**src/core/fcr_defines.svh**
```systemverilog
// Constants for the clear, retransmit and mode logic of the FIFO
`ifndef FCR_DEFINES_SVH
`define FCR_DEFINES_SVH

// ********************************
// Storage geometry
// ********************************
`define FCR_ADDR_W        6
`define FCR_PTR_W         7
`define FCR_DEPTH         7'h40
`define FCR_HALF          7'h20
`define FCR_WORD_W        18
`define FCR_NARROW_W      9

// ********************************
// Reset values
// ********************************
`define FCR_EMPTY_OFF_RST 7'h07
`define FCR_FULL_OFF_RST  7'h07
`define FCR_PTR_RST       7'h00
`define FCR_PTR_ONE       7'h01
`define FCR_DATA_RST      18'h0_0000

`endif

```
**src/core/fcr_pkg.sv**
```systemverilog
// Types shared by the clear, retransmit and mode logic of the FIFO
package fcr_pkg;

  // ********************************
  // Read side sequencing
  // ********************************
  typedef enum logic [1:0] {
    FCR_RD_RUN   = 2'b01,
    FCR_RD_SETUP = 2'b10
  } fcr_rd_state_t;

endpackage

```
**src/core/fcr_clear_sync.sv**
```systemverilog
// Clear synchroniser: asserts at once, releases on the second clock edge
`timescale 1ns/100ps
`default_nettype none

module fcr_clear_sync (
  // Clock and system reset
  input  wire logic i_clk,
  input  wire logic i_rst_b,
  // Clear pin and released clear
  input  wire logic i_clear_b,
  output logic      o_clear_b
);

  logic stage1_reg;
  logic stage2_reg;

  always_ff @(posedge i_clk or negedge i_clear_b) begin
    if (!i_clear_b) begin
      stage1_reg <= 1'b0;
      stage2_reg <= 1'b0;
    end else if (!i_rst_b) begin
      stage1_reg <= 1'b0;
      stage2_reg <= 1'b0;
    end else begin
      stage1_reg <= 1'b1;
      stage2_reg <= stage1_reg;
    end
  end

  assign o_clear_b = stage2_reg;

endmodule

`default_nettype wire

```
**src/core/fcr_core.sv**
```systemverilog
// Clear, retransmit and reset-time mode control of the FIFO
//
// Notes on behaviour
// - Flag timing select caught during full clear.
// - Partial clear zeroes pointers and output register.
// - Partial clear keeps modes, widths, offsets, method.
// - Read data uses eighteen or nine bits.
// - Read enable reads data word or offset.
// - Retransmit latency select caught during full clear.
// - Reread zeroes read pointer, flags show empty, unless zero latency loads word zero.
// - Serial enable shifts one offset bit.
// - Write enable stores word or parallel offset.
// - Full clear zeroes pointers, sets flag levels.
// - Mode high selects fall-through, ready flags.
// - Mode low selects standard, empty/full flags.
// - Configuration latched only during full clear or system reset.
// - Full clear zeroes the read data register.
// - Both clears act without waiting for clocks.
// - Partial clear keeps mode, sets its flags.
// - Offset access enable steers to offset registers.
// - Mode pin doubles as serial offset input.
`timescale 1ns/100ps
`default_nettype none
`include "fcr_defines.svh"

module fcr_core
  import fcr_pkg::*;
(
  // Clock and reset
  input  wire logic                    I_MCLK,
  input  wire logic                    I_RST_B,
  // Clear pins
  input  wire logic                    I_FULL_CLEAR_B,
  input  wire logic                    I_PARTIAL_CLEAR_B,
  // Configuration and serial data
  input  wire logic                    I_MODE_SELECT_SERIAL_IN,
  input  wire logic                    I_FLAG_TIMING_SELECT,
  input  wire logic                    I_RETRANSMIT_LATENCY_SELECT,
  input  wire logic                    I_READ_PORT_WIDTH,
  input  wire logic                    I_WRITE_PORT_WIDTH,
  input  wire logic                    I_BYTE_ORDER_SELECT,
  input  wire logic                    I_PARITY_INTERLEAVE_SELECT,
  input  wire logic                    I_OFFSET_ACCESS_ENABLE_B,
  // Write side
  input  wire logic                    I_WRITE_EN_B,
  input  wire logic [`FCR_WORD_W-1:0]  I_WRITE_DATA,
  input  wire logic                    I_SERIAL_LOAD_ENABLE_B,
  // Read side
  input  wire logic                    I_READ_EN_B,
  input  wire logic                    I_REREAD_REQUEST_B,
  output logic      [`FCR_WORD_W-1:0]  O_READ_DATA_OUT,
  // Flags
  output logic                         O_EMPTY_FLAG_OR_B,
  output logic                         O_FULL_FLAG_IR_B,
  output logic                         O_ALMOST_EMPTY_FLAG_B,
  output logic                         O_ALMOST_FULL_FLAG_B,
  output logic                         O_HALF_FULL_FLAG_B,
  // Latched configuration
  output logic                         O_FALL_THROUGH_MODE,
  output logic                         O_SERIAL_PROGRAM,
  output logic                         O_SYNC_FLAG_TIMING,
  output logic                         O_ZERO_LATENCY,
  output logic                         O_READ_WIDTH_NARROW,
  output logic                         O_WRITE_WIDTH_NARROW,
  output logic                         O_BYTE_ORDER,
  output logic                         O_PARITY_INTERLEAVE
);

  // ********************************
  // Declarations
  // ********************************
  logic                    full_b;
  logic                    part_b;
  logic                    any_b;
  logic                    fall_through_mode_reg;
  logic                    serial_reg;
  logic                    sync_flag_reg;
  logic                    zero_lat_reg;
  logic                    rd_narrow_reg;
  logic                    wr_narrow_reg;
  logic                    byte_order_reg;
  logic                    parity_reg;
  logic [7:0]              cfg_s1_reg;
  logic [7:0]              cfg_s2_reg;
  logic [`FCR_PTR_W-1:0]   empty_off_reg;
  logic [`FCR_PTR_W-1:0]   full_off_reg;
  logic                    wr_sel_reg;
  logic                    rd_sel_reg;
  logic [`FCR_PTR_W-1:0]   wr_ptr_reg;
  logic [`FCR_PTR_W-1:0]   rd_ptr_reg;
  logic [`FCR_PTR_W-1:0]   rd_ptr_next;
  logic                    out_valid_reg;
  logic                    out_valid_next;
  fcr_rd_state_t           rd_state_reg;
  fcr_rd_state_t           rd_state_next;
  logic [`FCR_PTR_W-1:0]   count;
  logic [`FCR_PTR_W-1:0]   free;
  logic [`FCR_PTR_W-1:0]   empty_lim;
  logic                    is_empty;
  logic                    is_full;
  logic                    reread;
  logic                    data_wr;
  logic                    par_wr;
  logic                    ser_shift;
  logic                    off_rd;
  logic                    mem_rd;
  logic [`FCR_ADDR_W-1:0]  mem_addr;
  logic                    ae_now;
  logic                    af_now;
  logic                    hf_now;
  logic                    ae_reg;
  logic                    af_reg;
  logic                    hf_reg;

  function automatic logic fcr_at_most(input logic [`FCR_PTR_W-1:0] val,
                                       input logic [`FCR_PTR_W-1:0] lim);
    fcr_at_most = (val <= lim);
  endfunction

  // ********************************
  // Clear release
  // ********************************
  fcr_clear_sync u_full_sync (
    .i_clk     (I_MCLK),
    .i_rst_b   (I_RST_B),
    .i_clear_b (I_FULL_CLEAR_B),
    .o_clear_b (full_b)
  );

  fcr_clear_sync u_part_sync (
    .i_clk     (I_MCLK),
    .i_rst_b   (I_RST_B),
    .i_clear_b (I_PARTIAL_CLEAR_B),
    .o_clear_b (part_b)
  );

  assign any_b = full_b & part_b;

  // ********************************
  // Configuration latched while full clear is held
  // ********************************
  // Setting pins pass two flops, matching the two-edge late release of the clear
  // Latching the pins at once would catch values changed after the clear pin rose
  always_ff @(posedge I_MCLK) begin
    cfg_s1_reg <= {I_MODE_SELECT_SERIAL_IN, I_OFFSET_ACCESS_ENABLE_B, I_FLAG_TIMING_SELECT,
                   I_RETRANSMIT_LATENCY_SELECT, I_READ_PORT_WIDTH, I_WRITE_PORT_WIDTH,
                   I_BYTE_ORDER_SELECT, I_PARITY_INTERLEAVE_SELECT};
    cfg_s2_reg <= cfg_s1_reg;
  end

  // A partial clear never reaches these, so every setting survives it
  always_ff @(posedge I_MCLK) begin
    if (!full_b) begin
      fall_through_mode_reg       <= cfg_s2_reg[7];
      serial_reg     <= cfg_s2_reg[6];
      sync_flag_reg  <= cfg_s2_reg[5];
      zero_lat_reg   <= ~cfg_s2_reg[4];
      rd_narrow_reg  <= cfg_s2_reg[3];
      wr_narrow_reg  <= cfg_s2_reg[2];
      byte_order_reg <= cfg_s2_reg[1];
      parity_reg     <= cfg_s2_reg[0];
    end
  end

  // ********************************
  // Offset registers
  // ********************************
  assign ser_shift = full_b && serial_reg && !I_SERIAL_LOAD_ENABLE_B;
  assign par_wr    = full_b && !serial_reg && !I_WRITE_EN_B && !I_OFFSET_ACCESS_ENABLE_B;
  assign off_rd    = full_b && !I_READ_EN_B && !I_OFFSET_ACCESS_ENABLE_B;

  // Serial chain runs in at the empty offset low bit, out of the full offset top
  always_ff @(posedge I_MCLK) begin
    if (!full_b) begin
      empty_off_reg <= `FCR_EMPTY_OFF_RST;
      full_off_reg  <= `FCR_FULL_OFF_RST;
    end else if (ser_shift) begin
      {full_off_reg, empty_off_reg} <= {full_off_reg[`FCR_PTR_W-2:0], empty_off_reg, I_MODE_SELECT_SERIAL_IN};
    end else if (par_wr) begin
      if (!wr_sel_reg) begin
        empty_off_reg <= I_WRITE_DATA[`FCR_PTR_W-1:0];
      end else begin
        full_off_reg <= I_WRITE_DATA[`FCR_PTR_W-1:0];
      end
    end
  end

  // Alternating selectors: empty offset first, then full offset
  always_ff @(posedge I_MCLK) begin
    if (!full_b) begin
      wr_sel_reg <= 1'b0;
      rd_sel_reg <= 1'b0;
    end else begin
      if (par_wr) begin
        wr_sel_reg <= ~wr_sel_reg;
      end
      if (off_rd) begin
        rd_sel_reg <= ~rd_sel_reg;
      end
    end
  end

  // ********************************
  // Occupancy
  // ********************************
  assign count    = wr_ptr_reg - rd_ptr_reg;
  assign free     = `FCR_DEPTH - count;
  assign is_empty = (count == `FCR_PTR_RST);
  assign is_full  = (count == `FCR_DEPTH);
  assign reread   = !I_REREAD_REQUEST_B;

  // Writes into a full store are dropped; the writer must honour the full flag
  assign data_wr = !I_WRITE_EN_B && I_OFFSET_ACCESS_ENABLE_B && !is_full;

  // ********************************
  // Write pointer
  // ********************************
  always_ff @(posedge I_MCLK or negedge any_b) begin
    if (!any_b) begin
      wr_ptr_reg <= `FCR_PTR_RST;
    end else if (data_wr) begin
      wr_ptr_reg <= wr_ptr_reg + `FCR_PTR_ONE;
    end
  end

  // ********************************
  // Read sequencing
  // ********************************
  always_comb begin
    rd_ptr_next    = rd_ptr_reg;
    out_valid_next = out_valid_reg;
    rd_state_next  = FCR_RD_RUN;
    mem_rd         = 1'b0;
    mem_addr       = rd_ptr_reg[`FCR_ADDR_W-1:0];
    if (reread) begin
      rd_ptr_next    = `FCR_PTR_RST;
      out_valid_next = 1'b0;
      // Zero latency puts the first word out on the requesting edge
      if (zero_lat_reg && (wr_ptr_reg != `FCR_PTR_RST)) begin
        mem_rd         = 1'b1;
        mem_addr       = {`FCR_ADDR_W{1'b0}};
        rd_ptr_next    = `FCR_PTR_ONE;
        out_valid_next = fall_through_mode_reg;
      end else begin
        rd_state_next = FCR_RD_SETUP;
      end
    end else if ((rd_state_reg == FCR_RD_RUN) && I_OFFSET_ACCESS_ENABLE_B && !is_empty) begin
      if (fall_through_mode_reg) begin
        if (!out_valid_reg || !I_READ_EN_B) begin
          mem_rd         = 1'b1;
          rd_ptr_next    = rd_ptr_reg + `FCR_PTR_ONE;
          out_valid_next = 1'b1;
        end
      end else if (!I_READ_EN_B) begin
        mem_rd      = 1'b1;
        rd_ptr_next = rd_ptr_reg + `FCR_PTR_ONE;
      end
    end else if (fall_through_mode_reg && !I_READ_EN_B && I_OFFSET_ACCESS_ENABLE_B) begin
      out_valid_next = 1'b0;
    end
  end

  always_ff @(posedge I_MCLK or negedge any_b) begin
    if (!any_b) begin
      rd_ptr_reg <= `FCR_PTR_RST;
    end else begin
      rd_ptr_reg <= rd_ptr_next;
    end
  end

  always_ff @(posedge I_MCLK or negedge any_b) begin
    if (!any_b) begin
      out_valid_reg <= 1'b0;
      rd_state_reg  <= FCR_RD_RUN;
    end else begin
      out_valid_reg <= out_valid_next;
      rd_state_reg  <= rd_state_next;
    end
  end

  // ********************************
  // Storage and read data register
  // ********************************
  fcr_store u_store (
    .i_clk      (I_MCLK),
    .i_clr_b    (any_b),
    .i_wr_en    (data_wr),
    .i_wr_addr  (wr_ptr_reg[`FCR_ADDR_W-1:0]),
    .i_wr_data  (I_WRITE_DATA),
    .i_rd_en    (mem_rd),
    .i_rd_addr  (mem_addr),
    .i_alt_en   (off_rd),
    .i_alt_data (rd_sel_reg ? full_off_reg : empty_off_reg),
    .i_wide     (~rd_narrow_reg),
    .o_rd_data  (O_READ_DATA_OUT)
  );

  // ********************************
  // Flags
  // ********************************
  // Fall-through counts the word parked at the outputs as one more
  assign empty_lim = empty_off_reg + {{(`FCR_PTR_W-1){1'b0}}, fall_through_mode_reg};
  assign ae_now    = !fcr_at_most(count, empty_lim);
  assign af_now    = !fcr_at_most(free, full_off_reg);
  assign hf_now    = fcr_at_most(count, `FCR_HALF);

  always_ff @(posedge I_MCLK or negedge any_b) begin
    if (!any_b) begin
      ae_reg <= 1'b0;
      af_reg <= 1'b1;
      hf_reg <= 1'b1;
    end else begin
      ae_reg <= ae_now;
      af_reg <= af_now;
      hf_reg <= hf_now;
    end
  end

  // Asynchronous timing follows occupancy at once, synchronous waits an edge; half full always waits an edge
  assign O_ALMOST_EMPTY_FLAG_B = sync_flag_reg ? ae_reg : ae_now;
  assign O_ALMOST_FULL_FLAG_B  = sync_flag_reg ? af_reg : af_now;
  assign O_HALF_FULL_FLAG_B    = hf_reg;

  // Output ready high means not ready; input ready low means room
  assign O_EMPTY_FLAG_OR_B = fall_through_mode_reg ? !out_valid_reg
                                      : (!is_empty && (rd_state_reg == FCR_RD_RUN));
  assign O_FULL_FLAG_IR_B  = fall_through_mode_reg ? is_full : !is_full;

  // ********************************
  // Configuration status
  // ********************************
  assign O_FALL_THROUGH_MODE  = fall_through_mode_reg;
  assign O_SERIAL_PROGRAM     = serial_reg;
  assign O_SYNC_FLAG_TIMING   = sync_flag_reg;
  assign O_ZERO_LATENCY       = zero_lat_reg;
  assign O_READ_WIDTH_NARROW  = rd_narrow_reg;
  assign O_WRITE_WIDTH_NARROW = wr_narrow_reg;
  assign O_BYTE_ORDER         = byte_order_reg;
  assign O_PARITY_INTERLEAVE  = parity_reg;

endmodule

`default_nettype wire

```
**src/core/fcr_store.sv**
```systemverilog
// Data storage with its output register
`timescale 1ns/100ps
`default_nettype none
`include "fcr_defines.svh"

module fcr_store (
  // Clock and clear
  input  wire logic                        i_clk,
  input  wire logic                        i_clr_b,
  // Write port
  input  wire logic                        i_wr_en,
  input  wire logic [`FCR_ADDR_W-1:0]      i_wr_addr,
  input  wire logic [`FCR_WORD_W-1:0]      i_wr_data,
  // Read port
  input  wire logic                        i_rd_en,
  input  wire logic [`FCR_ADDR_W-1:0]      i_rd_addr,
  input  wire logic                        i_alt_en,
  input  wire logic [`FCR_PTR_W-1:0]       i_alt_data,
  input  wire logic                        i_wide,
  output logic      [`FCR_WORD_W-1:0]      o_rd_data
);

  logic [`FCR_WORD_W-1:0] mem [0:`FCR_DEPTH-1];
  logic [`FCR_WORD_W-1:0] word;

  always_ff @(posedge i_clk) begin
    if (i_wr_en) begin
      mem[i_wr_addr] <= i_wr_data;
    end
  end

  assign word = mem[i_rd_addr];

  // Upper lane stays zero on a narrow read port
  always_ff @(posedge i_clk or negedge i_clr_b) begin
    if (!i_clr_b) begin
      o_rd_data <= `FCR_DATA_RST;
    end else if (i_rd_en) begin
      o_rd_data <= {word[`FCR_WORD_W-1:`FCR_NARROW_W] & {`FCR_NARROW_W{i_wide}}, word[`FCR_NARROW_W-1:0]};
    end else if (i_alt_en) begin
      o_rd_data <= {{(`FCR_WORD_W-`FCR_PTR_W){1'b0}}, i_alt_data};
    end
  end

endmodule

`default_nettype wire
```
**config.mk**
```make
export PLATFORM = sky130hd
export DESIGN_NAME = fcr_core
export DESIGN_NICKNAME = d
export VERILOG_FILES = /design/src/core/fcr_pkg.sv /design/src/core/fcr_clear_sync.sv /design/src/core/fcr_core.sv /design/src/core/fcr_store.sv
export VERILOG_INCLUDE_DIRS = /design/src /design/src/core
export SDC_FILE = /design/constraint.sdc
export NUM_CORES = 2
export LEC_CHECK = 0
export BUFFER_PORTS_ARGS = -buffer_cell sky130_fd_sc_hd__buf_2
export CAP_MARGIN = 20
export CORE_MARGIN = 4
export CORE_UTILIZATION = 28
export DETAILED_ROUTE_END_ITERATION = 8
export GPL_TIMING_DRIVEN = 0
export PLACE_DENSITY = 0.53
export SYNTH_ARGS = -nofsm -noshare
export SYNTH_HDL_FRONTEND = slang
export SYNTH_SLANG_ARGS = --single-unit
```
**constraint.sdc**
```tcl
create_clock -name I_MCLK -period 4.9 [get_ports I_MCLK]
set_input_delay 0.735 -clock I_MCLK [delete_from_list [all_inputs] [get_ports I_MCLK]]
set_output_delay 0.735 -clock I_MCLK [all_outputs]
set_load 0.005 [all_outputs]
```
==> flow_summary.ini <==
[sta]
rsz0062_at_grt = yes
setup_viol_count_final = 4
final.setup.worst_slack_ns = -0.0725
maxSlewViolCount = 0
period_share = 1.01
timing.fmax_mhz = 201
period_needed_ns = 4.97
finClkSkew_ns = 0.0456
slew_headroom = 0.127
worstMarginPinSlew_ns = 1.30
whs_ns = 0.0582
hold_violations = 0

[placed_design]
hpwlAfterDp_mm = 120
dp_slack_ns = -1.12
dpl_cell_area_um2 = 54000
place_congestion = 0.915
port_buffers = 64

[worst_setup_path]
critPathRequiredTime_ns = 5.58
r2r-start = wr_ptr_reg[1]
setup.worst_path.end_class = flop
r2r_slack_ns = -0.07
crit_fanout = 10
reg2reg_depth = 11
slowest_stage = o22ai_1
crit_chain = inv_1, ha_1, or3b_2, o21ai_1, buf_4, nand3_1, a221oi_2, o211ai_1, o22ai_1, a211oi_1, a21oi_1
crit_arrival_ns = 5.65
worstSetupPathType = reg2reg
startpoint_type = flop
slowest_delay_ns = 0.71
reg2reg_to = u_store.o_rd_data[2]

[grt]
grt_max_degree = 67
grt_pass1_wl_mm = 237
grt.overflow.total = 0
grt_pass1_vias = 30032
gr-usage-all-layers = 0.186
antenna_found_initial = 9

[min_path]
hp-class = in2reg
min_delay_path_depth = 1
hold_end = cfg_s1_reg[5]
min_from = I_FLAG_TIMING_SELECT

[cts]
root_buffer = clkbuf_16
clkTransAtPathRegs_ns = 0.06
numCtsBuffers = 132
cts_buffer_depth = 3
cts_sinks = 1234
cts_tree = done
clock_latency_ns = 0.78
htree_levels = 4

[floorplan]
num_rows = 153
dieArea_um2 = 182000
die_y_um = 427
die_x_um = 427
core_um2 = 174000
initial_core_util = 0.282
pin_count = 65

[detailed_routing]
via_count = 31397
antenna_left = 0
routedWlPerCell_um = 28.9
drt-initial-drc-count = 4561
via_per_inst = 5.26
routed_wl_mm = 172
drc_errors = 0
firstDrtPassIters = 5

[pwr]
p_per_area_nw_per_um2 = 452
leakagePower_nw = 19.5
vdd_drop_max_mv = 0.317
finalPower_w = 0.0265

[cells_and_area]
nNetsFinal = 3593
fin_util = 0.337
layout-drive-gt1-share = 0.156
reg_top3 = u_store.mem: 1152 flops, u_store.o_rd_data: 18 flops
fillers = 16862
areaGrowthSynthToFinish_pct = 19.4
largest_register_ffs = 1152
final_area_um2 = 58600
largest-register = u_store.mem

[yosys]
synthTopCellsByCount = edfxtp_1 (1160), nand2_1 (441), mux2i_1 (252)
ys_seq_area_frac = 0.744
synth.most_common_cell = edfxtp_1
synth_top_area_share = 0.710
synthDistinctLibCells = 84
synth_edf_count = 1160
syn_nets = 3300
ys_warn_count = 0
postSynth.asyncResetShare = 0.0340
syn-cell-area_um2 = 49100
synth_area_leaders = edfxtp_1 (71%), mux2i_1 (5.1%), nand2_1 (3.4%), dfrtp_1 (2.0%), nand3_1 (1.5%)
postSynthAreaPerCell_um2 = 15.2
netlist_instances = 3239
ys_ff_latch = 1234
ys.flop_type = edfxtp_1
yosysTopAreaCell = edfxtp_1

[status]
status = finished, violations left
violations = negative setup slack

[flow_run]
drv_cap = 0
cell type report:
| type | instances | area [um^2] | area share |
|---|---|---|---|
| diodes | 5 | 12.5 | 0.000213 |
| plain buffers | 207 | 1060 | 0.0181 |
| clock buffers | 162 | 3550 | 0.0606 |
| clock inverters | 76 | 622 | 0.0106 |
| inverters | 25 | 109 | 0.00186 |
| multi-input cells | 1770 | 11800 | 0.202 |
| flip-flops and latches | 1234 | 36500 | 0.623 |
| well taps | 2325 | 2910 | 0.0496 |
| repair buffers | 162 | 1990 | 0.0339 |
per-stage QoR:
| stage | instances | setup TNS [ns] |
|---|---|---|
| floorplan | 3239 | 0 |
| global placement | 5628 | -2033.29 |
| detailed placement | 5706 | -950.80 |
| CTS | 5948 | -0.168 |
| global route | 5961 | -0.183 |
| finish | 5966 | -0.135 |
placed cells by master, fill, tap and decap left out, types with 32 or more instances in the layout:
master,count
nand4_1,62
buf_8,36
buf_2,111
nand2_1,441
clkbuf_16,141
clkinv_1,34
o21a_1,45
mux2i_1,252
o21ai_0,86
o22ai_1,55
clkbuf_1,129
nand3_1,148
nor2_2,57
o221ai_1,53
a21oi_1,45
a221oi_1,52
nor2_1,57
dfxtp_1,32
buf_4,42
a31oi_1,49
dfrtp_1,36
edfxtp_1,1160
o211ai_1,36
worst max-delay path, delay by kind of cell, from the launching register on:
family / cells / cell delay [ns]
flip-flops: 1 / 0.50
adder cells (fa/ha/maj): 1 / 0.25
AND/OR/NAND/NOR: 2 / 0.98
buffers and inverters: 2 / 0.43
AO/OA/AOI/OAI: 6 / 2.71
where the power goes:
part	internal, W	switching [W]	leakage, nW
sequential	0.0118	0.000162	11.2
clock	0.00558	0.00421	2.04
combinational	0.00154	0.00316	6.27
total	0.0189	0.00753	19.5
cell families after synthesis:
logic type	count (synthesis)	share of synthesized area
DFF	1234	0.744
adders and majority gates	27	0.00703
buffers and inverters	235	0.0218
muxes	278	0.0596
and+or+nand+nor	863	0.0787
xor gates and xnor gates	26	0.00464
AOI/OAI and AO/OA	576	0.0841
routing by layer:
metal / wire length (um) / global-route usage / vias up
met5: 159 / 0 / -
met4: 9630 / 0.0961 / 6
met2: 77700 / 0.285 / 1678
met3: 16700 / 0.0399 / 361
li1: - / - / 13249
met1: 68200 / 0.247 / 16103
how the worst max path moves through the flow:
| stage | startpoint | to | depth (start not counted) | slack, ns |
|---|---|---|---|---|
| 2_1_floorplan | rd_ptr_reg[2] | u_store.mem[56][0] | 13 | 0.62 |
| 6_report | wr_ptr_reg[1] | u_store.o_rd_data[2] | 11 | -0.07 |
| 4_1_cts | wr_ptr_reg[0] | O_ALMOST_FULL_FLAG_B | 16 | -0.14 |
| 5_1_grt | wr_ptr_reg[0] | O_ALMOST_FULL_FLAG_B | 16 | -0.18 |
| 3_3_place_gp | rd_ptr_reg[2] | u_store.mem[28][9] | 13 | -2.08 |
| 3_5_place_dp | rd_ptr_reg[2] | u_store.mem[18][11] | 14 | -1.12 |
timing repair:
action	CTS	global route
setup buffers	5	9
endpoints found under the hold margin	4	0
resized for setup	35	28
pin swaps	3	6
hold buffers	2	0
setup endpoints to repair	1173	111
Power figures use the tool's default switching activity.
